==> src/core/dclc_pkg.sv <==
package dclc_pkg;

  // ---------------------------------------------------------------
  // master subsystem power modes
  // ---------------------------------------------------------------
  typedef enum logic [2:0] {
    DCLC_M_RUN       = 3'h0,
    DCLC_M_SLEEP     = 3'h1,
    DCLC_M_DEEP      = 3'h2,
    DCLC_M_ISR_SLEEP = 3'h3,
    DCLC_M_ISR_DEEP  = 3'h4
  } dclc_mmode_t;

  // ---------------------------------------------------------------
  // control subsystem power modes
  // ---------------------------------------------------------------
  typedef enum logic [1:0] {
    DCLC_C_NORMAL  = 2'h0,
    DCLC_C_IDLE    = 2'h1,
    DCLC_C_STANDBY = 2'h2
  } dclc_cmode_t;

  // ---------------------------------------------------------------
  // field encodings and positions
  // ---------------------------------------------------------------
  localparam logic [1:0] DCLC_DS_SRC_SLOW = 2'h0;
  localparam logic [1:0] DCLC_DS_SRC_FAST = 2'h1;
  localparam logic [1:0] DCLC_DS_SRC_OSC = 2'h2;
  localparam logic [1:0] DCLC_CAN_SRC_MSS = 2'h0;
  localparam logic [1:0] DCLC_CAN_SRC_OSC = 2'h1;
  localparam logic [1:0] DCLC_CAN_SRC_AUX = 2'h2;
  localparam logic [1:0] DCLC_TMR_SRC_PERIPH = 2'h0;
  localparam logic [1:0] DCLC_TMR_SRC_OSC = 2'h1;
  localparam logic [1:0] DCLC_TMR_SRC_FAST = 2'h2;
  localparam logic [1:0] DCLC_LPM_IDLE = 2'h0;
  localparam int DCLC_QUAL_LSB = 2;
  localparam int DCLC_QUAL_MSB = 7;
  localparam int DCLC_QUAL_W = DCLC_QUAL_MSB - DCLC_QUAL_LSB + 1;
  localparam int DCLC_GATE0_W = 8;

  // ---------------------------------------------------------------
  // timing counts and reset values
  // ---------------------------------------------------------------
  localparam int DCLC_MISS_LIMIT = 16;
  localparam int DCLC_MISS_W = 5;
  localparam logic DCLC_OWNER_MASTER = 1'h0;
  localparam logic DCLC_OWNER_CTRL = 1'h1;

endpackage : dclc_pkg

==> src/core/dclc_clock_control.sv <==
// Overview of operation
// run mode clocks master from divided clock
// can clock selectable, watchdog on oscillator
// run gating vector gates master peripherals
// gating applies only to enabled peripherals
// wfi stops cpu, enters sleep or deep
// enabled interrupt returns master to run
// sleep stops master cpu and memory
// sleep gating: run or sleep vector
// sleep peripheral rate equals run rate
// sleep-after-isr re-enters the same mode
// deep sleep stops plls, analog, control
// deep gating: run or deep vector
// deep source: slow, fast or oscillator
// deep source divided twice for peripherals
// oscillator off when internal deep source
// master checks control standby before deep; code enters deep on wfi without checking ctrl_mode
// control records standby entry in status
// pll register ownership request and reclaim
// control peripherals gated per gating vector
// control core and peripheral clocks produced
// normal, idle, standby control clock states
// timer two clock from selected source divided
// low and high speed prescaled clocks
// idle status plus mode bits pick mode
// missing clock substitutes fast clock, flags
// idle ends on interrupt or nmi
// standby wake qualified by sample field
// clock switching without truncated pulses
`timescale 1ns/10ps
`default_nettype none
module dclc_clock_control #(
  parameter int NPER = 8,
  parameter int NCAN = 2,
  parameter int NCP = 16,
  parameter int DIV_W = 4,
  parameter int PRE_W = 3,
  parameter int MISS_LIMIT = dclc_pkg::DCLC_MISS_LIMIT
) (
  // clock and reset
  input wire logic mclk,
  input wire logic rst_n,
  // source clock pins
  input wire logic pll_clk_in,
  input wire logic osc_clk_a,
  input wire logic aux_clk_in,
  input wire logic slow_internal_clk,
  input wire logic fast_internal_clk,
  // master configuration
  input wire logic [NPER-1:0] run_gating_cfg,
  input wire logic [NPER-1:0] sleep_gating_cfg,
  input wire logic [NPER-1:0] deep_sleep_gating_cfg,
  input wire logic [NPER-1:0] device_config_enable,
  input wire logic auto_gating_select,
  input wire logic [DIV_W-1:0] master_clk_divider,
  input wire logic [1:0] deep_sleep_src_sel,
  input wire logic [DIV_W-1:0] deep_sleep_div,
  input wire logic [2*NCAN-1:0] can_clk_sel,
  // master core events
  input wire logic wait_for_interrupt_instr,
  input wire logic deep_sleep_select,
  input wire logic sleep_on_exit,
  input wire logic master_wake_irq,
  input wire logic master_isr_done,
  // pll register ownership
  input wire logic ctrl_write_request,
  input wire logic master_write_reclaim,
  // control configuration and events
  input wire logic [dclc_pkg::DCLC_GATE0_W-1:0] ctrl_periph_gating0,
  input wire logic [NCP-1:0] ctrl_periph_gating,
  input wire logic [1:0] lowpower_mode_bits,
  input wire logic idle_status_signal,
  input wire logic ctrl_wake_irq,
  input wire logic ctrl_nmi,
  input wire logic lowpower_wake,
  input wire logic master_ipc_int,
  input wire logic [1:0] timer_clk_select,
  input wire logic [PRE_W-1:0] timer_prescale,
  input wire logic [PRE_W-1:0] low_speed_prescaler,
  input wire logic [PRE_W-1:0] high_speed_prescaler,
  // master clock enables
  output logic pll_system_clk,
  output logic master_subsys_clk,
  output logic master_cpu_clk,
  output logic [NPER-1:0] master_periph_clk,
  output logic [NCAN-1:0] can_clk,
  output logic first_watchdog,
  output logic analog_sys_clk,
  output logic ctrl_input_clk,
  // control clock enables
  output logic ctrl_core_clk,
  output logic ctrl_periph_clk,
  output logic [NCP-1:0] ctrl_periph_en,
  output logic timer_two_clk,
  output logic low_speed_periph_clk,
  output logic high_speed_periph_clk,
  // status
  output dclc_pkg::dclc_mmode_t master_mode,
  output dclc_pkg::dclc_cmode_t ctrl_mode,
  output logic clock_fail,
  output logic pll_power_down,
  output logic osc_power_down,
  output logic pll_owner_ctrl
);

  // ---------------------------------------------------------------
  // source synchronisers
  // ---------------------------------------------------------------
  logic pll_en;
  logic osc_en;
  logic aux_en;
  logic slow_en;
  logic fast_en;
  logic wake_lvl;

  dclc_edge_sync u_sync_pll (.mclk(mclk), .rst_n(rst_n), .async_in(pll_clk_in),
    .level(), .rise(pll_en));
  dclc_edge_sync u_sync_osc (.mclk(mclk), .rst_n(rst_n), .async_in(osc_clk_a),
    .level(), .rise(osc_en));
  dclc_edge_sync u_sync_aux (.mclk(mclk), .rst_n(rst_n), .async_in(aux_clk_in),
    .level(), .rise(aux_en));
  dclc_edge_sync u_sync_slow (.mclk(mclk), .rst_n(rst_n), .async_in(slow_internal_clk),
    .level(), .rise(slow_en));
  dclc_edge_sync u_sync_fast (.mclk(mclk), .rst_n(rst_n), .async_in(fast_internal_clk),
    .level(), .rise(fast_en));
  dclc_edge_sync u_sync_wake (.mclk(mclk), .rst_n(rst_n), .async_in(lowpower_wake),
    .level(wake_lvl), .rise());

  // ---------------------------------------------------------------
  // missing clock detection and ownership
  // ---------------------------------------------------------------
  logic [dclc_pkg::DCLC_MISS_W-1:0] miss_reg;
  logic [dclc_pkg::DCLC_MISS_W-1:0] miss_next;
  logic fail_reg;
  logic fail_next;
  logic owner_reg;
  logic owner_next;

  always_comb begin
    miss_next = miss_reg;
    fail_next = fail_reg;
    if (osc_en) begin
      miss_next = '0;
    end else if (fast_en && !fail_reg) begin
      miss_next = dclc_pkg::DCLC_MISS_W'(miss_reg + 1'b1);
    end
    if (fast_en && !osc_en && miss_reg >= dclc_pkg::DCLC_MISS_W'(MISS_LIMIT - 1)) begin
      fail_next = 1'h1;
    end
    owner_next = owner_reg;
    if (master_write_reclaim) begin
      owner_next = dclc_pkg::DCLC_OWNER_MASTER;
    end else if (ctrl_write_request) begin
      owner_next = dclc_pkg::DCLC_OWNER_CTRL;
    end
  end

  always_ff @(posedge mclk or negedge rst_n) begin
    if (!rst_n) begin
      miss_reg <= '0;
      fail_reg <= 1'h0;
      owner_reg <= dclc_pkg::DCLC_OWNER_MASTER;
    end else begin
      miss_reg <= miss_next;
      fail_reg <= fail_next;
      owner_reg <= owner_next;
    end
  end

  // fast internal clock replaces the pll output once the source is lost
  logic pll_sys_en;
  assign pll_sys_en = fail_reg ? fast_en : pll_en;

  // ---------------------------------------------------------------
  // master mode machine
  // ---------------------------------------------------------------
  dclc_pkg::dclc_mmode_t mmode_reg;
  dclc_pkg::dclc_mmode_t mmode_next;

  always_comb begin
    mmode_next = mmode_reg;
    case (mmode_reg)
      dclc_pkg::DCLC_M_RUN: begin
        if (wait_for_interrupt_instr) begin
          mmode_next = deep_sleep_select ? dclc_pkg::DCLC_M_DEEP
                                         : dclc_pkg::DCLC_M_SLEEP;
        end
      end
      dclc_pkg::DCLC_M_SLEEP: begin
        if (master_wake_irq) begin
          mmode_next = sleep_on_exit ? dclc_pkg::DCLC_M_ISR_SLEEP
                                     : dclc_pkg::DCLC_M_RUN;
        end
      end
      dclc_pkg::DCLC_M_DEEP: begin
        if (master_wake_irq) begin
          mmode_next = sleep_on_exit ? dclc_pkg::DCLC_M_ISR_DEEP
                                     : dclc_pkg::DCLC_M_RUN;
        end
      end
      dclc_pkg::DCLC_M_ISR_SLEEP: begin
        if (master_isr_done) begin
          mmode_next = dclc_pkg::DCLC_M_SLEEP;
        end
      end
      dclc_pkg::DCLC_M_ISR_DEEP: begin
        if (master_isr_done) begin
          mmode_next = dclc_pkg::DCLC_M_DEEP;
        end
      end
      default: begin
        mmode_next = dclc_pkg::DCLC_M_RUN;
      end
    endcase
  end

  always_ff @(posedge mclk or negedge rst_n) begin
    if (!rst_n) begin
      mmode_reg <= dclc_pkg::DCLC_M_RUN;
    end else begin
      mmode_reg <= mmode_next;
    end
  end

  logic m_sleep;
  logic m_deep;
  assign m_sleep = (mmode_reg == dclc_pkg::DCLC_M_SLEEP);
  assign m_deep = (mmode_reg == dclc_pkg::DCLC_M_DEEP);

  // ---------------------------------------------------------------
  // master clock dividers
  // ---------------------------------------------------------------
  logic mss_en;
  logic ds_src_en;
  logic ds_div_en;
  logic ds_clk_en;

  dclc_pulse_div #(.W(DIV_W)) u_div_mss (.mclk(mclk), .rst_n(rst_n),
    .en_in(pll_sys_en), .div(master_clk_divider), .en_out(mss_en));

  always_comb begin
    case (deep_sleep_src_sel)
      dclc_pkg::DCLC_DS_SRC_SLOW: ds_src_en = slow_en;
      dclc_pkg::DCLC_DS_SRC_FAST: ds_src_en = fast_en;
      dclc_pkg::DCLC_DS_SRC_OSC: ds_src_en = osc_en;
      default: ds_src_en = 1'h0;
    endcase
  end

  dclc_pulse_div #(.W(DIV_W)) u_div_ds (.mclk(mclk), .rst_n(rst_n),
    .en_in(ds_src_en), .div(deep_sleep_div), .en_out(ds_div_en));
  dclc_pulse_div #(.W(DIV_W)) u_div_dsm (.mclk(mclk), .rst_n(rst_n),
    .en_in(ds_div_en), .div(master_clk_divider), .en_out(ds_clk_en));

  // ---------------------------------------------------------------
  // control mode machine
  // ---------------------------------------------------------------
  dclc_pkg::dclc_cmode_t cmode_reg;
  dclc_pkg::dclc_cmode_t cmode_next;
  logic [dclc_pkg::DCLC_QUAL_W:0] qual_reg;
  logic [dclc_pkg::DCLC_QUAL_W:0] qual_next;
  logic [dclc_pkg::DCLC_QUAL_W-1:0] qual_len;
  logic idle_prev_reg;
  logic wake_ok;

  assign qual_len = ctrl_periph_gating0[dclc_pkg::DCLC_QUAL_MSB:dclc_pkg::DCLC_QUAL_LSB];
  assign wake_ok = wake_lvl && (qual_reg > {1'b0, qual_len});

  always_comb begin
    cmode_next = cmode_reg;
    qual_next = qual_reg;
    // wake pin must hold for qual_len + 1 oscillator samples
    if (!wake_lvl || cmode_reg != dclc_pkg::DCLC_C_STANDBY) begin
      qual_next = '0;
    end else if (osc_en && !wake_ok) begin
      qual_next = (dclc_pkg::DCLC_QUAL_W+1)'(qual_reg + 1'b1);
    end
    case (cmode_reg)
      dclc_pkg::DCLC_C_NORMAL: begin
        if (idle_status_signal && !idle_prev_reg) begin
          cmode_next = (lowpower_mode_bits == dclc_pkg::DCLC_LPM_IDLE)
                       ? dclc_pkg::DCLC_C_IDLE : dclc_pkg::DCLC_C_STANDBY;
        end
      end
      dclc_pkg::DCLC_C_IDLE: begin
        if (ctrl_wake_irq || ctrl_nmi) begin
          cmode_next = dclc_pkg::DCLC_C_NORMAL;
        end
      end
      dclc_pkg::DCLC_C_STANDBY: begin
        if (wake_ok || master_ipc_int) begin
          cmode_next = dclc_pkg::DCLC_C_NORMAL;
        end
      end
      default: begin
        cmode_next = dclc_pkg::DCLC_C_NORMAL;
      end
    endcase
  end

  always_ff @(posedge mclk or negedge rst_n) begin
    if (!rst_n) begin
      cmode_reg <= dclc_pkg::DCLC_C_NORMAL;
      qual_reg <= '0;
      idle_prev_reg <= 1'h0;
    end else begin
      cmode_reg <= cmode_next;
      qual_reg <= qual_next;
      idle_prev_reg <= idle_status_signal;
    end
  end

  // ---------------------------------------------------------------
  // control derived clocks
  // ---------------------------------------------------------------
  logic c_in_en;
  logic c_per_en;
  logic tmr_src_en;
  logic tmr_en;
  logic lsp_en;
  logic hsp_en;

  assign c_in_en = m_deep ? 1'h0 : pll_sys_en;
  assign c_per_en = c_in_en && (cmode_reg != dclc_pkg::DCLC_C_STANDBY);

  always_comb begin
    case (timer_clk_select)
      dclc_pkg::DCLC_TMR_SRC_PERIPH: tmr_src_en = c_per_en;
      dclc_pkg::DCLC_TMR_SRC_OSC: tmr_src_en = osc_en;
      dclc_pkg::DCLC_TMR_SRC_FAST: tmr_src_en = fast_en;
      default: tmr_src_en = 1'h0;
    endcase
  end

  dclc_pulse_div #(.W(PRE_W)) u_div_tmr (.mclk(mclk), .rst_n(rst_n),
    .en_in(tmr_src_en), .div(timer_prescale), .en_out(tmr_en));
  dclc_pulse_div #(.W(PRE_W)) u_div_lsp (.mclk(mclk), .rst_n(rst_n),
    .en_in(c_per_en), .div(low_speed_prescaler), .en_out(lsp_en));
  dclc_pulse_div #(.W(PRE_W)) u_div_hsp (.mclk(mclk), .rst_n(rst_n),
    .en_in(c_per_en), .div(high_speed_prescaler), .en_out(hsp_en));

  // ---------------------------------------------------------------
  // gated clock outputs
  // ---------------------------------------------------------------
  logic [NPER-1:0] gate_sel;
  logic [NCAN-1:0] can_next;
  logic [NCAN-1:0] can_reg;
  logic [NPER-1:0] per_next;
  logic [NPER-1:0] per_reg;
  logic [NCP-1:0] cp_next;
  logic [NCP-1:0] cp_reg;
  logic [12:0] misc_next;
  logic [12:0] misc_reg;
  logic per_base;

  always_comb begin
    gate_sel = run_gating_cfg;
    if (m_sleep && auto_gating_select) begin
      gate_sel = sleep_gating_cfg;
    end else if (m_deep && auto_gating_select) begin
      gate_sel = deep_sleep_gating_cfg;
    end
    // sleep keeps the run rate; deep sleep switches to the deep chain
    per_base = m_deep ? ds_clk_en : mss_en;
    // each gate acts on a whole enable pulse, so no runt can escape
    per_next = {NPER{per_base}} & gate_sel & device_config_enable;
    for (int i = 0; i < NCAN; i++) begin
      case (can_clk_sel[2*i +: 2])
        dclc_pkg::DCLC_CAN_SRC_MSS: can_next[i] = mss_en;
        dclc_pkg::DCLC_CAN_SRC_OSC: can_next[i] = osc_en;
        dclc_pkg::DCLC_CAN_SRC_AUX: can_next[i] = aux_en;
        default: can_next[i] = 1'h0;
      endcase
    end
    cp_next = {NCP{c_per_en}} & ctrl_periph_gating;
    misc_next[0] = pll_sys_en;
    misc_next[1] = m_deep ? 1'h0 : mss_en;
    misc_next[2] = (mmode_reg == dclc_pkg::DCLC_M_RUN ||
                    mmode_reg == dclc_pkg::DCLC_M_ISR_SLEEP ||
                    mmode_reg == dclc_pkg::DCLC_M_ISR_DEEP) && mss_en;
    misc_next[3] = osc_en;
    misc_next[4] = c_in_en;
    misc_next[5] = c_in_en;
    misc_next[6] = c_in_en && (cmode_reg == dclc_pkg::DCLC_C_NORMAL);
    misc_next[7] = c_per_en;
    misc_next[8] = tmr_en;
    misc_next[9] = lsp_en;
    misc_next[10] = hsp_en;
    misc_next[11] = m_deep;
    misc_next[12] = m_deep && (deep_sleep_src_sel != dclc_pkg::DCLC_DS_SRC_OSC);
  end

  always_ff @(posedge mclk or negedge rst_n) begin
    if (!rst_n) begin
      per_reg <= '0;
      can_reg <= '0;
      cp_reg <= '0;
      misc_reg <= '0;
    end else begin
      per_reg <= per_next;
      can_reg <= can_next;
      cp_reg <= cp_next;
      misc_reg <= misc_next;
    end
  end

  assign master_periph_clk = per_reg;
  assign can_clk = can_reg;
  assign ctrl_periph_en = cp_reg;
  assign pll_system_clk = misc_reg[0];
  assign master_subsys_clk = misc_reg[1];
  assign master_cpu_clk = misc_reg[2];
  assign first_watchdog = misc_reg[3];
  assign analog_sys_clk = misc_reg[4];
  assign ctrl_input_clk = misc_reg[5];
  assign ctrl_core_clk = misc_reg[6];
  assign ctrl_periph_clk = misc_reg[7];
  assign timer_two_clk = misc_reg[8];
  assign low_speed_periph_clk = misc_reg[9];
  assign high_speed_periph_clk = misc_reg[10];
  assign pll_power_down = misc_reg[11];
  assign osc_power_down = misc_reg[12];
  assign master_mode = mmode_reg;
  assign ctrl_mode = cmode_reg;
  assign clock_fail = fail_reg;
  assign pll_owner_ctrl = owner_reg;
endmodule : dclc_clock_control
`default_nettype wire

==> src/core/dclc_edge_sync.sv <==
`timescale 1ns/10ps
`default_nettype none
module dclc_edge_sync (
  // clock and reset
  input wire logic mclk,
  input wire logic rst_n,
  // pin side
  input wire logic async_in,
  // synchronised level and rising-edge pulse
  output logic level,
  output logic rise
);

  logic s1_reg;
  logic s2_reg;
  logic s3_reg;
  logic s1_next;
  logic s2_next;
  logic s3_next;

  always_comb begin
    s1_next = async_in;
    s2_next = s1_reg;
    s3_next = s2_reg;
  end

  always_ff @(posedge mclk or negedge rst_n) begin
    if (!rst_n) begin
      s1_reg <= 1'h0;
      s2_reg <= 1'h0;
      s3_reg <= 1'h0;
    end else begin
      s1_reg <= s1_next;
      s2_reg <= s2_next;
      s3_reg <= s3_next;
    end
  end

  assign level = s2_reg;
  assign rise = s2_reg & ~s3_reg;

endmodule : dclc_edge_sync
`default_nettype wire

==> src/core/dclc_pulse_div.sv <==
`timescale 1ns/10ps
`default_nettype none
module dclc_pulse_div #(
  parameter int W = 4
) (
  // clock and reset
  input wire logic mclk,
  input wire logic rst_n,
  // source enable and ratio (divide by div + 1)
  input wire logic en_in,
  input wire logic [W-1:0] div,
  // divided enable, one cycle per pulse
  output logic en_out
);

  logic [W-1:0] cnt_reg;
  logic [W-1:0] cnt_next;
  logic out_reg;
  logic out_next;

  // whole input pulses only, so the output never carries a runt
  always_comb begin
    cnt_next = cnt_reg;
    out_next = 1'h0;
    if (en_in) begin
      if (cnt_reg >= div) begin
        cnt_next = '0;
        out_next = 1'h1;
      end else begin
        cnt_next = W'(cnt_reg + 1'b1);
      end
    end
  end

  always_ff @(posedge mclk or negedge rst_n) begin
    if (!rst_n) begin
      cnt_reg <= '0;
      out_reg <= 1'h0;
    end else begin
      cnt_reg <= cnt_next;
      out_reg <= out_next;
    end
  end

  assign en_out = out_reg;

endmodule : dclc_pulse_div
`default_nettype wire

==> config.mk <==
export PLATFORM = sky130hd
export DESIGN_NAME = dclc_clock_control
export DESIGN_NICKNAME = d
export VERILOG_FILES = /design/src/core/dclc_pkg.sv /design/src/core/dclc_clock_control.sv /design/src/core/dclc_edge_sync.sv /design/src/core/dclc_pulse_div.sv
export SDC_FILE = /design/constraint.sdc
export NUM_CORES = 1
export LEC_CHECK = 0
export BUFFER_PORTS_ARGS = -buffer_cell sky130_fd_sc_hd__clkbuf_2
export CAP_MARGIN = 20
export CORE_UTILIZATION = 51
export DETAILED_ROUTE_END_ITERATION = 16
export PLACE_DENSITY = 0.8
export SLEW_MARGIN = 10
export SYNTH_ARGS = -nofsm -noshare
export SYNTH_HDL_FRONTEND = slang
export SYNTH_SLANG_ARGS = --single-unit
export TNS_END_PERCENT = 50
==> constraint.sdc <==
create_clock -name mclk -period 2.35 [get_ports mclk]
set_clock_uncertainty 0.1 [all_clocks]
set_input_delay 0.3525 -clock mclk [delete_from_list [all_inputs] [get_ports mclk]]
set_output_delay 0.3525 -clock mclk [all_outputs]
set_load 0.05 [all_outputs]
==> impl_metrics.tcl <==
set metrics [dict create \
    worst_pin_slew_ns 0.567 \
    async_flop_share 1.00 \
    cp_slowest_cell "a2111oi_2" \
    die_area_sq_um 9780 \
    ant_nets 0 \
    worstPathCellList "inv_1, ha_1, nand2b_1, a2111oi_2, nor3_1, or2_2, mux2i_1" \
    firstDrtPassIters 4 \
    synth_top_area_cell "dfrtp_1" \
    min-delay-start "master_write_reclaim" \
    layout-drive-gt1-share 0.299 \
    slowest_delay_ns 0.47 \
    grt_pass1_vias 3800 \
    antenna_found_initial 0 \
    seqCellArea_sq_um 2550 \
    yosysWarnings 0 \
    critPathKind "flop to flop" \
    dp_slack_ns -0.128 \
    maxSlewViolCount 0 \
    largest_reg_flops 16 \
    diodes 0 \
    grt_max_degree 73 \
    period_needed_ns 2.19 \
    gr-usage-all-layers 0.216 \
    relSlewSlack 0.620 \
    ff2ff_setup_slack_ns 0.16 \
    synth_nets 580 \
    r2r_start "u_div_dsm.cnt_reg[0]" \
    setup_ws_ns 0.161 \
    cts_tree "yes" \
    ys_dominant_reg_cell "dfrtp_1" \
    final_nets 743 \
    clock-sinks 102 \
    die_height_microns 98.9 \
    endpoint_kind "flop" \
    core_sq_um 8890 \
    yosys.area.top_type_share 0.533 \
    boundaryPins 149 \
    p_leak_nw 3.15 \
    routed_via_density 5.29 \
    drtIter0Drc 136 \
    path_clk_slew_ns 0.10 \
    dieWidth_microns 98.9 \
    cts_made_buffers 9 \
    setup_violations 0 \
    maxCapViolations 0 \
    portBuffers 146 \
    reg2reg_depth 7 \
    clk_latency_ns 0.36 \
    period_share 0.931 \
    synthCells 441 \
    syn_area_sq_um 4790 \
    max_freq_ghz 0.457 \
    whs_endpoint "pll_owner_ctrl" \
    drt-total-wl_microns 9960 \
    grt_pass1_wl_microns 16600 \
    grt-ovfl-total 0 \
    finalHoldViolations 0 \
    start_util 0.539 \
    syn_to_final_growth_pct 24.4 \
    worst_setup_path_start_kind "flop" \
    status "finished, final reports clean" \
    reg2reg_to "u_div_dsm.cnt_reg[0]" \
    crit_fanout 4 \
    place_congestion 0.850 \
    rows 34 \
    synth_seq_cells 102 \
    p_per_area_nw_per_um2 916 \
    synth-edff-count 0 \
    cts_max_level 3 \
    synth.distinct_cells 52 \
    rsz0062_at_grt "no" \
    multi_input_area_sq_um 2030 \
    drc_errors 0 \
    routed-via-count 3794 \
    hold_depth 2 \
    worstPathArrival_ns 2.38 \
    clockRootBuffer "clkbuf_8" \
    synth.avg_cell_area_sq_um 10.9 \
    wl_per_cell_microns 13.9 \
    cts_buffer_depth 2 \
    power.total_w 0.00546 \
    hpwlAfterDp_microns 7650 \
    fillers 690 \
    hp-class "primary input to flop" \
    synth_area_leaders "dfrtp_1, ha_1, mux2i_1, inv_1, nand2_1" \
    ys_seq_area_frac 0.533 \
    crit_required_ns 2.54 \
    setup_tns_ns 0 \
    peakVddDrop_mv 0.430 \
]
## metal layers
metal | GRT usage | up-vias | part of all wire
met3 | 0.0582 | 9 | 0.060
met4 | 0.0574 | 0 | 0.0087
met2 | 0.399 | 124 | 0.52
met1 | 0.244 | 1807 | 0.42
met5 | 0 | - | 0
li1 | - | 1854 | -
## how the worst max path moves through the flow
stage                     startpoint              endpoint  depth (start not counted)
4_1_cts         u_div_dsm.cnt_reg[0]  u_div_dsm.cnt_reg[0]                          7
3_5_place_dp   master_clk_divider[0]  u_div_dsm.cnt_reg[0]                          7
6_report        u_div_dsm.cnt_reg[0]  u_div_dsm.cnt_reg[0]                          7
2_1_floorplan             clock_fail  u_div_tmr.cnt_reg[2]                          9
5_1_grt         u_div_mss.cnt_reg[0]  u_div_mss.cnt_reg[0]                          7
3_3_place_gp   master_clk_divider[0]  u_div_dsm.cnt_reg[2]                          7
## stage by stage
| step | instance area, sq um | util | hold slack (ns) | std cells |
|---|---|---|---|---|
| 2_1_floorplan | 4790 | - | -0.0431 | 441 |
| 3_3_place_gp | 5680 | 0.639 | 0.0500 | 693 |
| 3_5_place_dp | 5680 | 0.639 | 0.0495 | 693 |
| 4_1_cts | 5950 | 0.670 | 0.0181 | 717 |
| 5_1_grt | 5960 | 0.670 | 0.00753 | 717 |
| 6_report | 5960 | 0.670 | 0.0348 | 717 |
## area by class of cell
cell class	instances	area share
multi-input combinational	288	0.341
clock buffer	12	0.0260
clock inverter	4	0.00588
tap	108	0.0227
inverter	40	0.0260
timing repair buffer	163	0.150
sequential	102	0.428
## repair_timing
item / CTS / global route
hold buffers: 8 / 0
setup endpoints to repair: 2 / 4
hold endpoints to repair: 109 / 0
resized for setup: 1 / 2
setup buffers: 0 / 0
## cells in the final DEF (no fill, tap or decap), types with 3 or more instances in the layout
master,n
clkbuf_2,145
dfrtp_1,102
inv_1,38
nand2_1,36
ha_1,36
nor2_1,30
o21ai_0,19
mux2i_1,18
and2_1,18
a21oi_1,15
nand3_1,13
clkbuf_8,11
nand2b_1,10
buf_4,9
nor2b_1,8
o2111a_1,8
dlygate4sd3_1,8
nor3_1,7
o2bb2ai_1,5
nand4_1,5
nand3b_1,4
or3_1,4
inv_6,4
and3_1,4
a21o_1,3
nor4_1,3
o21a_1,3
a211oi_1,3
a31o_2,3
## critical path, delay by kind of cell (launching register included)
family | cells | cell delay, ns
buf+inv | 1 | 0.08
flops | 1 | 0.40
mux | 1 | 0.15
compound gates | 1 | 0.47
fa+ha+maj | 1 | 0.27
simple gates | 3 | 0.66
## synth_stat cells (7+ instances only)
library cell / instances
o21ai_0: 19
nor3_1: 7
nand3_1: 13
and2_1: 18
mux2i_1: 18
ha_1: 36
nor2_1: 30
o2111a_1: 8
a21oi_1: 15
nand2_1: 36
dfrtp_1: 102
nor2b_1: 8
nand2b_1: 10
inv_1: 38
## logic make-up after synthesis
group | synth area share
buffers and inverters | 0.0455
XOR/XNOR | 0.00732
adder cells (fa/ha/maj) | 0.0940
flip-flops | 0.533
AND/OR/NAND/NOR | 0.170
multiplexers | 0.0400
AO/OA/AOI/OAI | 0.111
## report_power, final
part | leakage [nW] | switching, W | internal [W]
registers | 1.32 | 0.000255 | 0.00208
logic | 1.72 | 0.00133 | 0.000729
clock network | 0.0980 | 0.000605 | 0.000458
total | 3.15 | 0.00219 | 0.00327
Power figures use the tool's default switching activity.
